==> src/design/eth_csr_pkg.sv <==
// Shared constants and carrier types for the Ethernet register-space decoder.
// Assumes one clock and a synchronous active-high reset in every user.
package eth_csr_pkg;

  ////////////////////////////////////////////////////////////////////////////
  // Address layout.
  localparam int          ADDR_W     = 42;
  localparam int          DATA_W     = 32;
  localparam int          N_INIT     = 3;
  localparam int          SPACE_MSB  = 41;
  localparam int          SPACE_LSB  = 34;
  localparam int          TGT_MSB    = 33;
  localparam int          TGT_LSB    = 28;
  localparam int          BLK_MSB    = 27;
  localparam int          BLK_LSB    = 24;
  localparam int          OFS_W      = 24;
  localparam logic [7:0]  SPACE_CSR  = 8'h20;
  localparam logic [5:0]  TGT_ETH0   = 6'h1B;
  localparam logic [5:0]  TGT_ETH1   = 6'h1C;

  ////////////////////////////////////////////////////////////////////////////
  // Initiator indices, highest priority first.
  localparam logic [1:0]  INIT_PCIE  = 2'h0;
  localparam logic [1:0]  INIT_JTAG  = 2'h1;
  localparam logic [1:0]  INIT_AXI   = 2'h2;

  ////////////////////////////////////////////////////////////////////////////
  // Block-select codes inside one subsystem.
  typedef enum logic [3:0] {
    BLK_SYSCTL  = 4'h0,
    BLK_PCS_BIG = 4'h1,
    BLK_PCS_Q0  = 4'h2,
    BLK_PCS_Q1  = 4'h3,
    BLK_MAC_B0  = 4'h4,
    BLK_MAC_B1  = 4'h5,
    BLK_QMAC0   = 4'h6,
    BLK_QMAC1   = 4'h7,
    BLK_SERDES0 = 4'h8,
    BLK_SERDES1 = 4'h9
  } blk_t;

  ////////////////////////////////////////////////////////////////////////////
  // Register offsets and reset values.
  localparam logic [23:0] REG_REVISION  = 24'h00_0000;
  localparam logic [23:0] REG_SCRATCH   = 24'h00_0004;
  localparam logic [23:0] REG_CLKRST    = 24'h00_0000;
  localparam logic [31:0] SCRATCH_RST   = 32'h0000_0000;
  localparam logic [31:0] CLKRST_RST    = 32'h0000_0000;
  localparam int          CHAN_LSB      = 12;
  localparam int          CHAN_W        = 2;
  localparam int          N_CHAN        = 4;

  ////////////////////////////////////////////////////////////////////////////
  // Carriers.
  typedef struct packed {
    logic              valid;
    logic              write;
    logic [ADDR_W-1:0] addr;
    logic [DATA_W-1:0] wdata;
  } req_t;

  typedef struct packed {
    logic              valid;
    logic              hit;
    logic [1:0]        src;
    logic [DATA_W-1:0] rdata;
  } rsp_t;

  typedef struct packed {
    logic              valid;
    logic              write;
    logic              subsys;
    logic [3:0]        block;
    logic [OFS_W-1:0]  offset;
    logic [DATA_W-1:0] wdata;
  } fwd_t;

endpackage

==> src/design/eth_csr_decoder.sv <==
// Address decoder for the Ethernet configuration and status space.
// Assumes initiators hold a request until granted and accept the answer one cycle later.
//
// Overview of operation
// RULE_01: Accept 42-bit byte address per access.
// RULE_02: Top eight bits must equal 00100000.
// RULE_03: Bits 33 to 28 pick the subsystem.
// RULE_04: 011011 is subsystem zero, 011100 is one.
// RULE_05: Bits 27 to 24 pick the block.
// RULE_06: Codes 0-3: control, shared PCS, quad PCSs.
// RULE_07: Codes 4-9: big MACs, quad MACs, SerDes.
// RULE_08: System control holds clock and reset selection.
// RULE_09: Both quad MACs share one register layout.
// RULE_10: Four register copies per quad, one per channel.
// RULE_11: Revision is 32-bit read-only.
// RULE_12: Scratch is 32-bit read-write, resets to zero.
// RULE_13: PCIe, JTAG and fabric share one decode.
// RULE_14: Bits 23 to 0 are the byte offset.
// RULE_15: Unmatched accesses modify no register.
`timescale 1ns/10ps
module eth_csr_decoder #(
  parameter logic [31:0] REVISION = 32'h0000_0001  // Value is arbitrary.
) (
  // Clock and reset
  input  wire logic                                            i_clk,
  input  wire logic                                            i_rst,
  // Initiator requests, index 0 PCIe, 1 JTAG, 2 fabric
  input  wire eth_csr_pkg::req_t [eth_csr_pkg::N_INIT-1:0]     i_req,
  output logic                   [eth_csr_pkg::N_INIT-1:0]     o_grant,
  // Answer to the granted initiator
  output eth_csr_pkg::rsp_t                                    o_rsp,
  // Access passed on to the PCS, big MAC and SerDes maps
  output eth_csr_pkg::fwd_t                                    o_fwd,
  // Clock and reset source selection, one word per subsystem
  output logic                   [1:0][eth_csr_pkg::DATA_W-1:0] o_clk_rst_sel
);

  typedef struct packed {
    eth_csr_pkg::rsp_t                      rsp;
    eth_csr_pkg::fwd_t                      fwd;
    logic [1:0][eth_csr_pkg::DATA_W-1:0]    clkrst;
  } state_t;

  state_t                                   state_q;
  state_t                                   state_d;
  eth_csr_pkg::req_t                        req;
  logic                                     any;
  logic [1:0]                               src;
  logic                                     space_ok;
  logic                                     tgt_ok;
  logic                                     subsys;
  logic [3:0]                               blk;
  logic [eth_csr_pkg::OFS_W-1:0]            offset;
  logic                                     blk_fwd;
  logic [3:0]                               qsel;
  wire logic [3:0]                          qhit;
  wire logic [3:0][eth_csr_pkg::DATA_W-1:0] qrdata;
  logic [1:0]                               qidx;

  ////////////////////////////////////////////////////////////////////////////
  // Fixed priority between initiators. A lower one simply waits, which keeps the
  // decode identical for all of them and costs only latency under contention.
  always_comb begin
    o_grant = '0;
    any     = 1'b0;
    src     = eth_csr_pkg::INIT_PCIE;
    req     = '0;
    for (int k = eth_csr_pkg::N_INIT - 1; k >= 0; k--) begin
      if (i_req[k].valid) begin
        o_grant = '0;
        o_grant[k] = 1'b1;  // [RULE_13]
        any     = 1'b1;
        src     = 2'(k);
        req     = i_req[k];
      end
    end
  end

  ////////////////////////////////////////////////////////////////////////////
  // Field decode of the winning address.
  always_comb begin
    space_ok = (req.addr[eth_csr_pkg::SPACE_MSB:eth_csr_pkg::SPACE_LSB] == eth_csr_pkg::SPACE_CSR);  // [RULE_02]
    tgt_ok   = (req.addr[eth_csr_pkg::TGT_MSB:eth_csr_pkg::TGT_LSB] == eth_csr_pkg::TGT_ETH0) ||
               (req.addr[eth_csr_pkg::TGT_MSB:eth_csr_pkg::TGT_LSB] == eth_csr_pkg::TGT_ETH1);  // [RULE_03] [RULE_04]
    subsys   = (req.addr[eth_csr_pkg::TGT_MSB:eth_csr_pkg::TGT_LSB] == eth_csr_pkg::TGT_ETH1);  // [RULE_04]
    blk      = req.addr[eth_csr_pkg::BLK_MSB:eth_csr_pkg::BLK_LSB];  // [RULE_05]
    offset   = req.addr[eth_csr_pkg::OFS_W-1:0];  // [RULE_01] [RULE_14]
    case (blk)
      eth_csr_pkg::BLK_PCS_BIG,
      eth_csr_pkg::BLK_PCS_Q0,
      eth_csr_pkg::BLK_PCS_Q1: begin
        blk_fwd = 1'b1;  // [RULE_06]
      end
      eth_csr_pkg::BLK_MAC_B0,
      eth_csr_pkg::BLK_MAC_B1,
      eth_csr_pkg::BLK_SERDES0,
      eth_csr_pkg::BLK_SERDES1: begin
        blk_fwd = 1'b1;  // [RULE_07]
      end
      default: begin
        blk_fwd = 1'b0;
      end
    endcase
    qidx = {subsys, (blk == eth_csr_pkg::BLK_QMAC1)};
    qsel = '0;
    if (any && space_ok && tgt_ok &&
        ((blk == eth_csr_pkg::BLK_QMAC0) || (blk == eth_csr_pkg::BLK_QMAC1))) begin
      qsel[qidx] = 1'b1;  // [RULE_07] [RULE_15]
    end
  end

  ////////////////////////////////////////////////////////////////////////////
  // One register set per quad; the same module keeps both quads alike.
  for (genvar g = 0; g < 4; g++) begin : g_quad
    quad_mac_regs #(
      .REVISION (REVISION)
    ) u_regs (
      .i_clk    (i_clk),
      .i_rst    (i_rst),
      .i_sel    (qsel[g]),
      .i_write  (req.write),
      .i_offset (offset),
      .i_wdata  (req.wdata),
      .o_hit    (qhit[g]),
      .o_rdata  (qrdata[g])
    );  // [RULE_09] [RULE_10]
  end

  ////////////////////////////////////////////////////////////////////////////
  // Next state: answer, forward strobe and system control words.
  always_comb begin
    state_d           = state_q;
    state_d.rsp       = '0;
    state_d.fwd       = '0;
    state_d.rsp.valid = any;
    state_d.rsp.src   = src;
    if (any && space_ok && tgt_ok) begin
      if (blk == eth_csr_pkg::BLK_SYSCTL) begin
        if (offset == eth_csr_pkg::REG_CLKRST) begin
          state_d.rsp.hit   = 1'b1;
          state_d.rsp.rdata = state_q.clkrst[subsys];  // [RULE_08]
          if (req.write) begin
            state_d.clkrst[subsys] = req.wdata;  // [RULE_08]
          end
        end
      end else if (blk_fwd) begin
        state_d.rsp.hit    = 1'b1;
        state_d.fwd.valid  = 1'b1;
        state_d.fwd.write  = req.write;
        state_d.fwd.subsys = subsys;
        state_d.fwd.block  = blk;
        state_d.fwd.offset = offset;  // [RULE_14]
        state_d.fwd.wdata  = req.wdata;
      end else if (|(qsel & qhit)) begin
        state_d.rsp.hit   = 1'b1;
        state_d.rsp.rdata = qrdata[qidx];  // [RULE_11] [RULE_12]
      end
    end
  end

  always_ff @(posedge i_clk) begin
    if (i_rst) begin
      state_q.rsp    <= '0;
      state_q.fwd    <= '0;
      state_q.clkrst <= {2{eth_csr_pkg::CLKRST_RST}};
    end else begin
      state_q <= state_d;
    end
  end

  assign o_rsp         = state_q.rsp;
  assign o_fwd         = state_q.fwd;
  assign o_clk_rst_sel = state_q.clkrst;

  ////////////////////////////////////////////////////////////////////////////
  // Checks.
  grant_onehot_a: assert property (@(posedge i_clk) disable iff (i_rst)  // [RULE_13]
    $onehot0(o_grant) && (any == (|o_grant)))
    else $error("Grant is not one-hot.");

  rsp_latency_a: assert property (@(posedge i_clk) disable iff (i_rst)  // [RULE_13]
    (|o_grant) |=> (o_rsp.valid && (o_rsp.src == $past(src))))
    else $error("Answer missing one cycle after grant.");

  space_reject_a: assert property (@(posedge i_clk) disable iff (i_rst)  // [RULE_02]
    (any && !space_ok) |=> (!o_rsp.hit && !o_fwd.valid))
    else $error("Access outside the register space was answered as a hit.");

  tgt_reject_a: assert property (@(posedge i_clk) disable iff (i_rst)  // [RULE_04]
    (any && !tgt_ok) |=> (!o_rsp.hit && !o_fwd.valid))
    else $error("Unknown subsystem target was answered as a hit.");

  unmapped_nowrite_a: assert property (@(posedge i_clk) disable iff (i_rst)  // [RULE_15]
    (any && !(space_ok && tgt_ok)) |=> $stable(o_clk_rst_sel))
    else $error("Unmatched access changed a control word.");

  clkrst_write_a: assert property (@(posedge i_clk) disable iff (i_rst)  // [RULE_08]
    (any && space_ok && tgt_ok && req.write && (blk == eth_csr_pkg::BLK_SYSCTL) &&
     (offset == eth_csr_pkg::REG_CLKRST))
    |=> (o_clk_rst_sel[$past(subsys)] == $past(req.wdata)))
    else $error("Clock and reset selection did not take the write.");

  fwd_block_a: assert property (@(posedge i_clk) disable iff (i_rst)  // [RULE_07]
    (any && space_ok && tgt_ok && blk_fwd)
    |=> (o_fwd.valid && (o_fwd.block == $past(blk)) && (o_fwd.subsys == $past(subsys))))
    else $error("Forwarded block or subsystem is wrong.");

  fwd_offset_a: assert property (@(posedge i_clk) disable iff (i_rst)  // [RULE_14]
    o_fwd.valid |-> (o_fwd.offset == $past(offset)))
    else $error("Forwarded offset is not the low address bits.");

endmodule // eth_csr_decoder

==> src/design/quad_mac_regs.sv <==
// Revision and scratch registers of one four-channel MAC, one copy per channel.
// Assumes the parent presents a single-cycle access strobe with a decoded offset.
`timescale 1ns/10ps
module quad_mac_regs #(
  parameter logic [31:0] REVISION = 32'h0000_0001  // Value is arbitrary.
) (
  // Clock and reset
  input  wire logic                              i_clk,
  input  wire logic                              i_rst,
  // Access
  input  wire logic                              i_sel,
  input  wire logic                              i_write,
  input  wire logic [eth_csr_pkg::OFS_W-1:0]     i_offset,
  input  wire logic [eth_csr_pkg::DATA_W-1:0]    i_wdata,
  // Answer
  output logic                                   o_hit,
  output logic      [eth_csr_pkg::DATA_W-1:0]    o_rdata
);

  typedef struct packed {
    logic [eth_csr_pkg::N_CHAN-1:0][eth_csr_pkg::DATA_W-1:0] scratch;
  } state_t;

  state_t                               state_q;
  state_t                               state_d;
  logic [eth_csr_pkg::CHAN_W-1:0]       chan;
  logic [eth_csr_pkg::OFS_W-1:0]        reg_ofs;
  logic                                 is_rev;
  logic                                 is_scr;

  ////////////////////////////////////////////////////////////////////////////
  // Channel number sits above the register offset, so every channel sees the same layout.
  always_comb begin
    chan    = i_offset[eth_csr_pkg::CHAN_LSB +: eth_csr_pkg::CHAN_W];
    reg_ofs = i_offset;
    reg_ofs[eth_csr_pkg::CHAN_LSB +: eth_csr_pkg::CHAN_W] = '0;  // [RULE_10]
    is_rev  = (reg_ofs == eth_csr_pkg::REG_REVISION);
    is_scr  = (reg_ofs == eth_csr_pkg::REG_SCRATCH);
    o_hit   = is_rev || is_scr;
    o_rdata = is_rev ? REVISION : (is_scr ? state_q.scratch[chan] : '0);  // [RULE_11] [RULE_12]
  end

  always_comb begin
    state_d = state_q;
    if (i_sel && i_write && is_scr) begin
      state_d.scratch[chan] = i_wdata;  // [RULE_12]
    end
  end

  always_ff @(posedge i_clk) begin
    if (i_rst) begin
      state_q.scratch <= {eth_csr_pkg::N_CHAN{eth_csr_pkg::SCRATCH_RST}};  // [RULE_12]
    end else begin
      state_q <= state_d;
    end
  end

  ////////////////////////////////////////////////////////////////////////////
  revision_ro_a: assert property (@(posedge i_clk) disable iff (i_rst)  // [RULE_11]
    (i_sel && i_write && is_rev) |=> $stable(state_q.scratch))
    else $error("Write to revision changed a scratch register.");

  scratch_keep_a: assert property (@(posedge i_clk) disable iff (i_rst)  // [RULE_12]
    (i_sel && i_write && is_scr) |=> (state_q.scratch[$past(chan)] == $past(i_wdata)))
    else $error("Scratch did not take the written value.");

  revision_val_a: assert property (@(posedge i_clk) disable iff (i_rst)  // [RULE_11]
    (is_rev |-> (o_rdata == REVISION)))
    else $error("Revision read returned a wrong value.");

endmodule // quad_mac_regs

==> config.mk <==
export PLATFORM = sky130hd
export DESIGN_NAME = eth_csr_decoder
export DESIGN_NICKNAME = d
export VERILOG_FILES = /design/src/design/eth_csr_pkg.sv /design/src/design/eth_csr_decoder.sv /design/src/design/quad_mac_regs.sv
export SDC_FILE = /design/constraint.sdc
export NUM_CORES = 1
export LEC_CHECK = 0
export ABC_AREA = 0
export BUFFER_PORTS_ARGS = -buffer_cell sky130_fd_sc_hd__clkbuf_2
export CAP_MARGIN = 20
export CORE_UTILIZATION = 50
export DETAILED_ROUTE_END_ITERATION = 16
export GPL_TIMING_DRIVEN = 1
export PLACE_DENSITY_LB_ADDON = 0.3
export SLEW_MARGIN = 40
export SYNTH_ARGS = -nofsm -noshare
export SYNTH_HDL_FRONTEND = slang
export SYNTH_SLANG_ARGS = --single-unit
==> constraint.sdc <==
create_clock -name i_clk -period 2.76 [get_ports i_clk]
set_input_delay 0.138 -clock i_clk [delete_from_list [all_inputs] [get_ports i_clk]]
set_output_delay 0.138 -clock i_clk [all_outputs]
set_load 0.01 [all_outputs]
# Word-level counts from Yosys, hierarchy flattened
# Cells that the tools add are included.
# W data, S select, Z words.
# classes
magnitude_cmp,6
eq_ne,13
muxes,53
bitwise_logic,3
n_reduce_logical,28
# op_table
operator,count
$mux W32,21
$bwmux W128,4
$bmux W32 S2,5
$mux W75,3
$bwmux W64,1
$demux W32 S2,1
$mux W63,1
$demux W32 S1,1
$logic_not A24 Y1,1
$eq A22 B3 Y1 const B,1
$logic_not A22 Y1,1
$eq A4 B3 Y1 const B,4
$logic_and A1 B1 Y1,14
$eq A6 B5 Y1 const B,2
$mux W1,10
$mux W3,3
$eq A4 B2 Y1 const B,2
$eq A4 B4 Y1 const B,2
$eq A8 B6 Y1 const B,1
$reduce_or A4 Y1,2
$reduce_or A7 Y1,1
$lt A2 B3 Y1 const B,2
$reduce_or A3 Y1,2
$and A4 B4 Y4,1
other kinds (12),17
# totals
register_bits,675
output_inout_bits,166

# Depth between registers and ports, before layout
# logic_depth
ltp_word,14
ltp_mapped,12
depth_no_buf,7

# Hierarchy
# Synthesis repeated with hierarchy kept, for this count alone.
# unflattened
cells_unflattened,3088
area_unflattened_um2,33515.9
# by_module_without_submodules
mod,instances,cells_each,area_per_inst_um2,seq_area_each_um2
quad_mac_regs,4,544,6282.3,2562.5
eth_csr_decoder,1,912,8386.8,3263.1

# Worst setup path after synthesis
# OpenSTA, ideal clock, no wires.
# synth_path
path_type,input to register
start,input i_req[75] (netlist bit)
end,register g_quad[3].u_regs.state_q[40] (netlist bit)
setup_ps,128
arrival_ps,2412
required_time_ps,2632
slack_ps,221
cell_stages,11
cell_sequence,buf_4 buf_2 buf_2 nor2_1 a31oi_1 a221o_1 buf_4 nor4b_4 buf_6 mux2i_1 nor2_1
# synth_via
elab_chain_len,9
# synth_rtl
item,line,text
start: declaration,eth_csr_decoder.sv:28,"input wire eth_csr_pkg::req_t [eth_csr_pkg::N_INIT-1:0] i_req,"
$mux W75,eth_csr_decoder.sv:69,if (i_req[k].valid) begin
$eq A6 B5 Y1 or $eq A4 B3 Y1 (tied branches),n/a,
$lt A2 B3 Y1 (implied by the code) or $ge A2 B1 Y1 (tied branches),eth_csr_decoder.sv:108,qsel[qidx] = 1'b1;
$logic_and A1 B1 Y1 (implied by the code),eth_csr_decoder.sv:108,
$mux W1 (implied by the code),eth_csr_decoder.sv:108,
$demux W1 S2,eth_csr_decoder.sv:108,
$mux W4,eth_csr_decoder.sv:106,if (any && space_ok && tgt_ok &&
$logic_and A1 B1 Y1 (2 in a row),quad_mac_regs.sv:45,if (i_sel && i_write && is_scr) begin
end signal: assignment,quad_mac_regs.sv:54,state_q <= state_d;
end: declaration,quad_mac_regs.sv:24,state_t state_q;
# Parallel ways exist; a longest one is shown, timed or not.
# A chain may end at the register's enable or synchronous reset.

# Worst setup path after layout
# layout_path
start,input i_req[151] (netlist bit)
end,register state_q (netlist bit o_fwd[36])
# layout_via
elab_chain_len,7
# layout_rtl
item,line,text
$mux W75 (2 in a row),eth_csr_decoder.sv:69,
$eq A4 B3 Y1 (tied with other cells),eth_csr_decoder.sv:88,case (blk)
$reduce_or A7 Y1 (no source line) (tied with other cells),n/a,
$mux W1 or $logic_and A1 B1 Y1 (tied branches),"eth_csr_decoder.sv:88, eth_csr_decoder.sv:137",
$not A1 Y1 (no source line),n/a,
$reduce_or A4 Y1 (no source line),n/a,
end signal: assignment,eth_csr_decoder.sv:167,state_q <= state_d;
end: declaration,eth_csr_decoder.sv:44,state_t state_q;
# Parallel ways exist; a longest one is shown, timed or not.

==> results.cfg <==
[detailed_routing]
final_antenna_net_count = 0
first_pass_iters = 6
drt_iter0_drc = 2007
drc_errors = 0
num_vias = 24460
wire_per_inst_um = 21.88
drt_wl_total_mm = 92.66
vias_per_cell = 5.775

[yosys]
syn_inst = 3000
ys_types = 49
syn-num-nets = 3230
yosysSeqAreaShare_pct = 44.28
synth_async_sr_flop_share_pct = 0
ys_warn_count = 0
ys_ff_latch = 675
synth_area_um2 = 30510
ys.flop_type = dfxtp_1
synth_edf_count = 0
syn_area_per_cell_um2 = 10.17

[timing]
period_share_pct = 93.92
maxSlewHeadroom_pct = 53.99
finalSetupViolCount = 0
fin_crit_ps = 2592
finalHoldViolCount = 0
drv_slew = 0
timing.setup.tns_ps = 0
skew_ps = 29.14
rsz0062_at_grt = no
max_clock_freq_mhz = 385.8
worst_slew_pin_slew_ps = 685.5

[critical_path]
arrival_ps = 3140
worstSetupPathType = in -> reg
endpoint_kind = flip-flop
reg2reg_depth = 6
worst_ep_required_time_ps = 3300
timing.rr.start = g_quad[1].u_regs.state_q[89]
r2r_slack_ps = 1210
cp_max_fo = 27
startpoint_type = input pin
regToRegEndpoint = o_rsp[25]

[clock_tree]
clk_pin_slew_worst_paths_ps = 60
clock-sinks = 675
post_cts_buffers = 0
cts_tree = done
cts-resized-gates = 0
clock-root-buffer = clkbuf_16
cts.htree.levels = 3
cts_buffers = 70
clock_path_buffers = 3
clkLatencyLatePin_ps = 630

[finish]
drive_above_1_share_pct = 22.91
nets = 3635
final_cells = 4236
area_growth_pct = 20.78
layout.core_utilization_pct = 61.06
fill_cells = 4906

[global_routing]
grt_pass1_vias = 25070
grt_busiest_layer = met2
grtUsageMet2_pct = 48.29
grt_first_pass_wirelength_mm = 142.8
grt_max_degree = 140
grt_overflow = 0
antenna_found_initial = 1
grt_use_met1_pct = 37.98
grtUsageMet3_pct = 4.869
grt_usage_pct = 29.29

[pwr]
power_density_nw_per_um2 = 575.7
leakage_nw = 16.26
ir_drop_mv = 0.4316

[die]
die_x_um = 249.0
num_rows = 90
die_h_um = 249.0
initial_core_util_pct = 50.56
fp.dieArea_um2 = 62020
core_um2 = 60360
ios = 396

[min_path]
min_path_type = in -> reg
holdPathEnd = o_fwd[53]
hold_depth = 3
worstHoldStart = i_req[205]

[place]
dpl.hpwl_mm = 62.33
port_buffers = 395
gp_congestion = 0.9561
dp_cells = 4092

[outcome]
status = finished, final reports clean

[run]
cap_violations = 0
-- report_power, final --
group | total [mW] | switching [mW] | internal (mW)
sequential | 9.74 | 0.00117 | 9.74
combinational | 1.78 | 1.08 | 0.706
clock | 9.69 | 4.00 | 5.69
total | 21.2 | 5.08 | 16.1
-- through the flow --
| stage | hold WS (ps) | setup WS, ps | area, um^2 | total power, mW |
|---|---|---|---|---|
| 6_report | 19.76 | 167.8 | 36860 | 21.22 |
| 5_1_grt | 26.07 | 54.27 | 36850 | 21.87 |
| 4_1_cts | 2.953 | 171.4 | 36850 | 21.34 |
| 3_5_place_dp | 463.7 | -250.8 | 34270 | 11.69 |
| 3_3_place_gp | 456.8 | -291.8 | 34270 | 11.66 |
| 2_1_floorplan | 313.1 | 220.5 | 30510 | 10.93 |
-- area by class of cell --
cell class	instances	area [um^2]	share of cell area (%)
diodes	1	2.502	0.006790
clock buffers	93	1959	5.316
clock inverters	27	395.4	1.073
inverters	14	52.55	0.1426
multi-input cells	2027	15640	42.44
flip-flops and latches	675	13510	36.66
well taps	782	978.4	2.655
repair buffers	617	4314	11.71
-- cell usage in the layout (no fill, tap or decap), types with 5 or more instances in the layout --
master,n
a211oi_1,31
a22oi_1,37
a21oi_1,147
buf_12,48
nand3b_1,25
nand4_1,6
inv_1,14
bufinv_16,7
nor2_1,289
clkbuf_16,71
nor4_4,5
o21ai_1,34
nand2b_1,356
dfxtp_1,675
a221oi_1,70
o211ai_1,5
nand2_1,112
o2bb2ai_1,33
nor4b_1,7
clkbuf_1,12
mux4_2,62
nor4_1,10
dlygate4sd3_1,23
buf_4,152
clkinv_2,7
nor2b_1,48
a31oi_1,8
clkbuf_8,10
nor3_1,10
a2bb2oi_1,10
clkbuf_2,392
mux2i_1,671
-- kinds of logic after synthesis --
family | Yosys count | share of synthesized area, %
compound gates | 396 | 8.713
buf+inv | 298 | 4.601
flops | 675 | 44.28
mux | 733 | 26.59
simple gates | 898 | 15.82
-- synth_stat cells (all sizes together), types with 4 or more instances --
master / number / area share (%)
inv: 14 / 0.17
a21oi: 147 / 2.4
a22oi: 37 / 0.91
a31oi: 8 / 0.16
a2bb2oi: 10 / 0.29
clkbuf: 146 / 1.8
and3: 4 / 0.082
a211oi: 31 / 0.76
nand3: 6 / 0.15
nor2: 289 / 3.6
a31o: 4 / 0.11
a221oi: 70 / 2.0
nand4: 6 / 0.12
o211ai: 5 / 0.12
nand2: 113 / 1.4
o21ai: 36 / 0.59
nand2b: 356 / 7.3
nor2b: 49 / 1.0
mux4: 62 / 4.6
buf: 138 / 2.6
nor3: 12 / 0.23
nor4b: 11 / 0.51
mux2i: 671 / 22
o2bb2ai: 33 / 0.95
nor4: 15 / 0.55
dfxtp: 675 / 44
nand3b: 25 / 0.62
-- layer usage --
layer / vias up / wire (um)
li1: 11330 / -
met1: 11990 / 39330
met2: 963 / 43730
met3: 183 / 6319
met4: 0 / 3288
met5: - / 0
-- critical path: stages --
cell,delay (ps)
buf_2,140
buf_12,150
nand2b_1,160
buf_4,150
nor2_1,180
a31oi_1,140
a221o_1,490
or2_2,330
or2_2,340
buf_12,180
nor3_1,140
dlygate4sd3_1,580
-- repair_timing --
| action | 4_1_cts | 5_1_grt |
|---|---|---|
| hold endpoints to repair | 41 | 0 |
| setup endpoints to repair | 0 | 0 |
| hold buffers | 23 | 0 |
-- registers in the layout, indices dropped and copies added (netlist names) --
signal and cells:
g_quad.u_regs.state_q 512, o_clk_rst_sel 64, o_fwd 63, o_rsp 36
-- how the worst max path moves through the flow --
stage               startpoint                           end  slack, ps
finish              i_req[151]                     o_fwd[36]        170
global placement    i_req[151]                     o_fwd[60]       -290
detailed placement  i_req[151]                     o_fwd[60]       -250
CTS                 i_req[151]                     o_fwd[36]        170
global route        i_req[151]                     o_fwd[39]         50
floorplan            i_req[75]  g_quad[3].u_regs.state_q[40]        220
No activity file was read; power rests on OpenSTA's default activity.
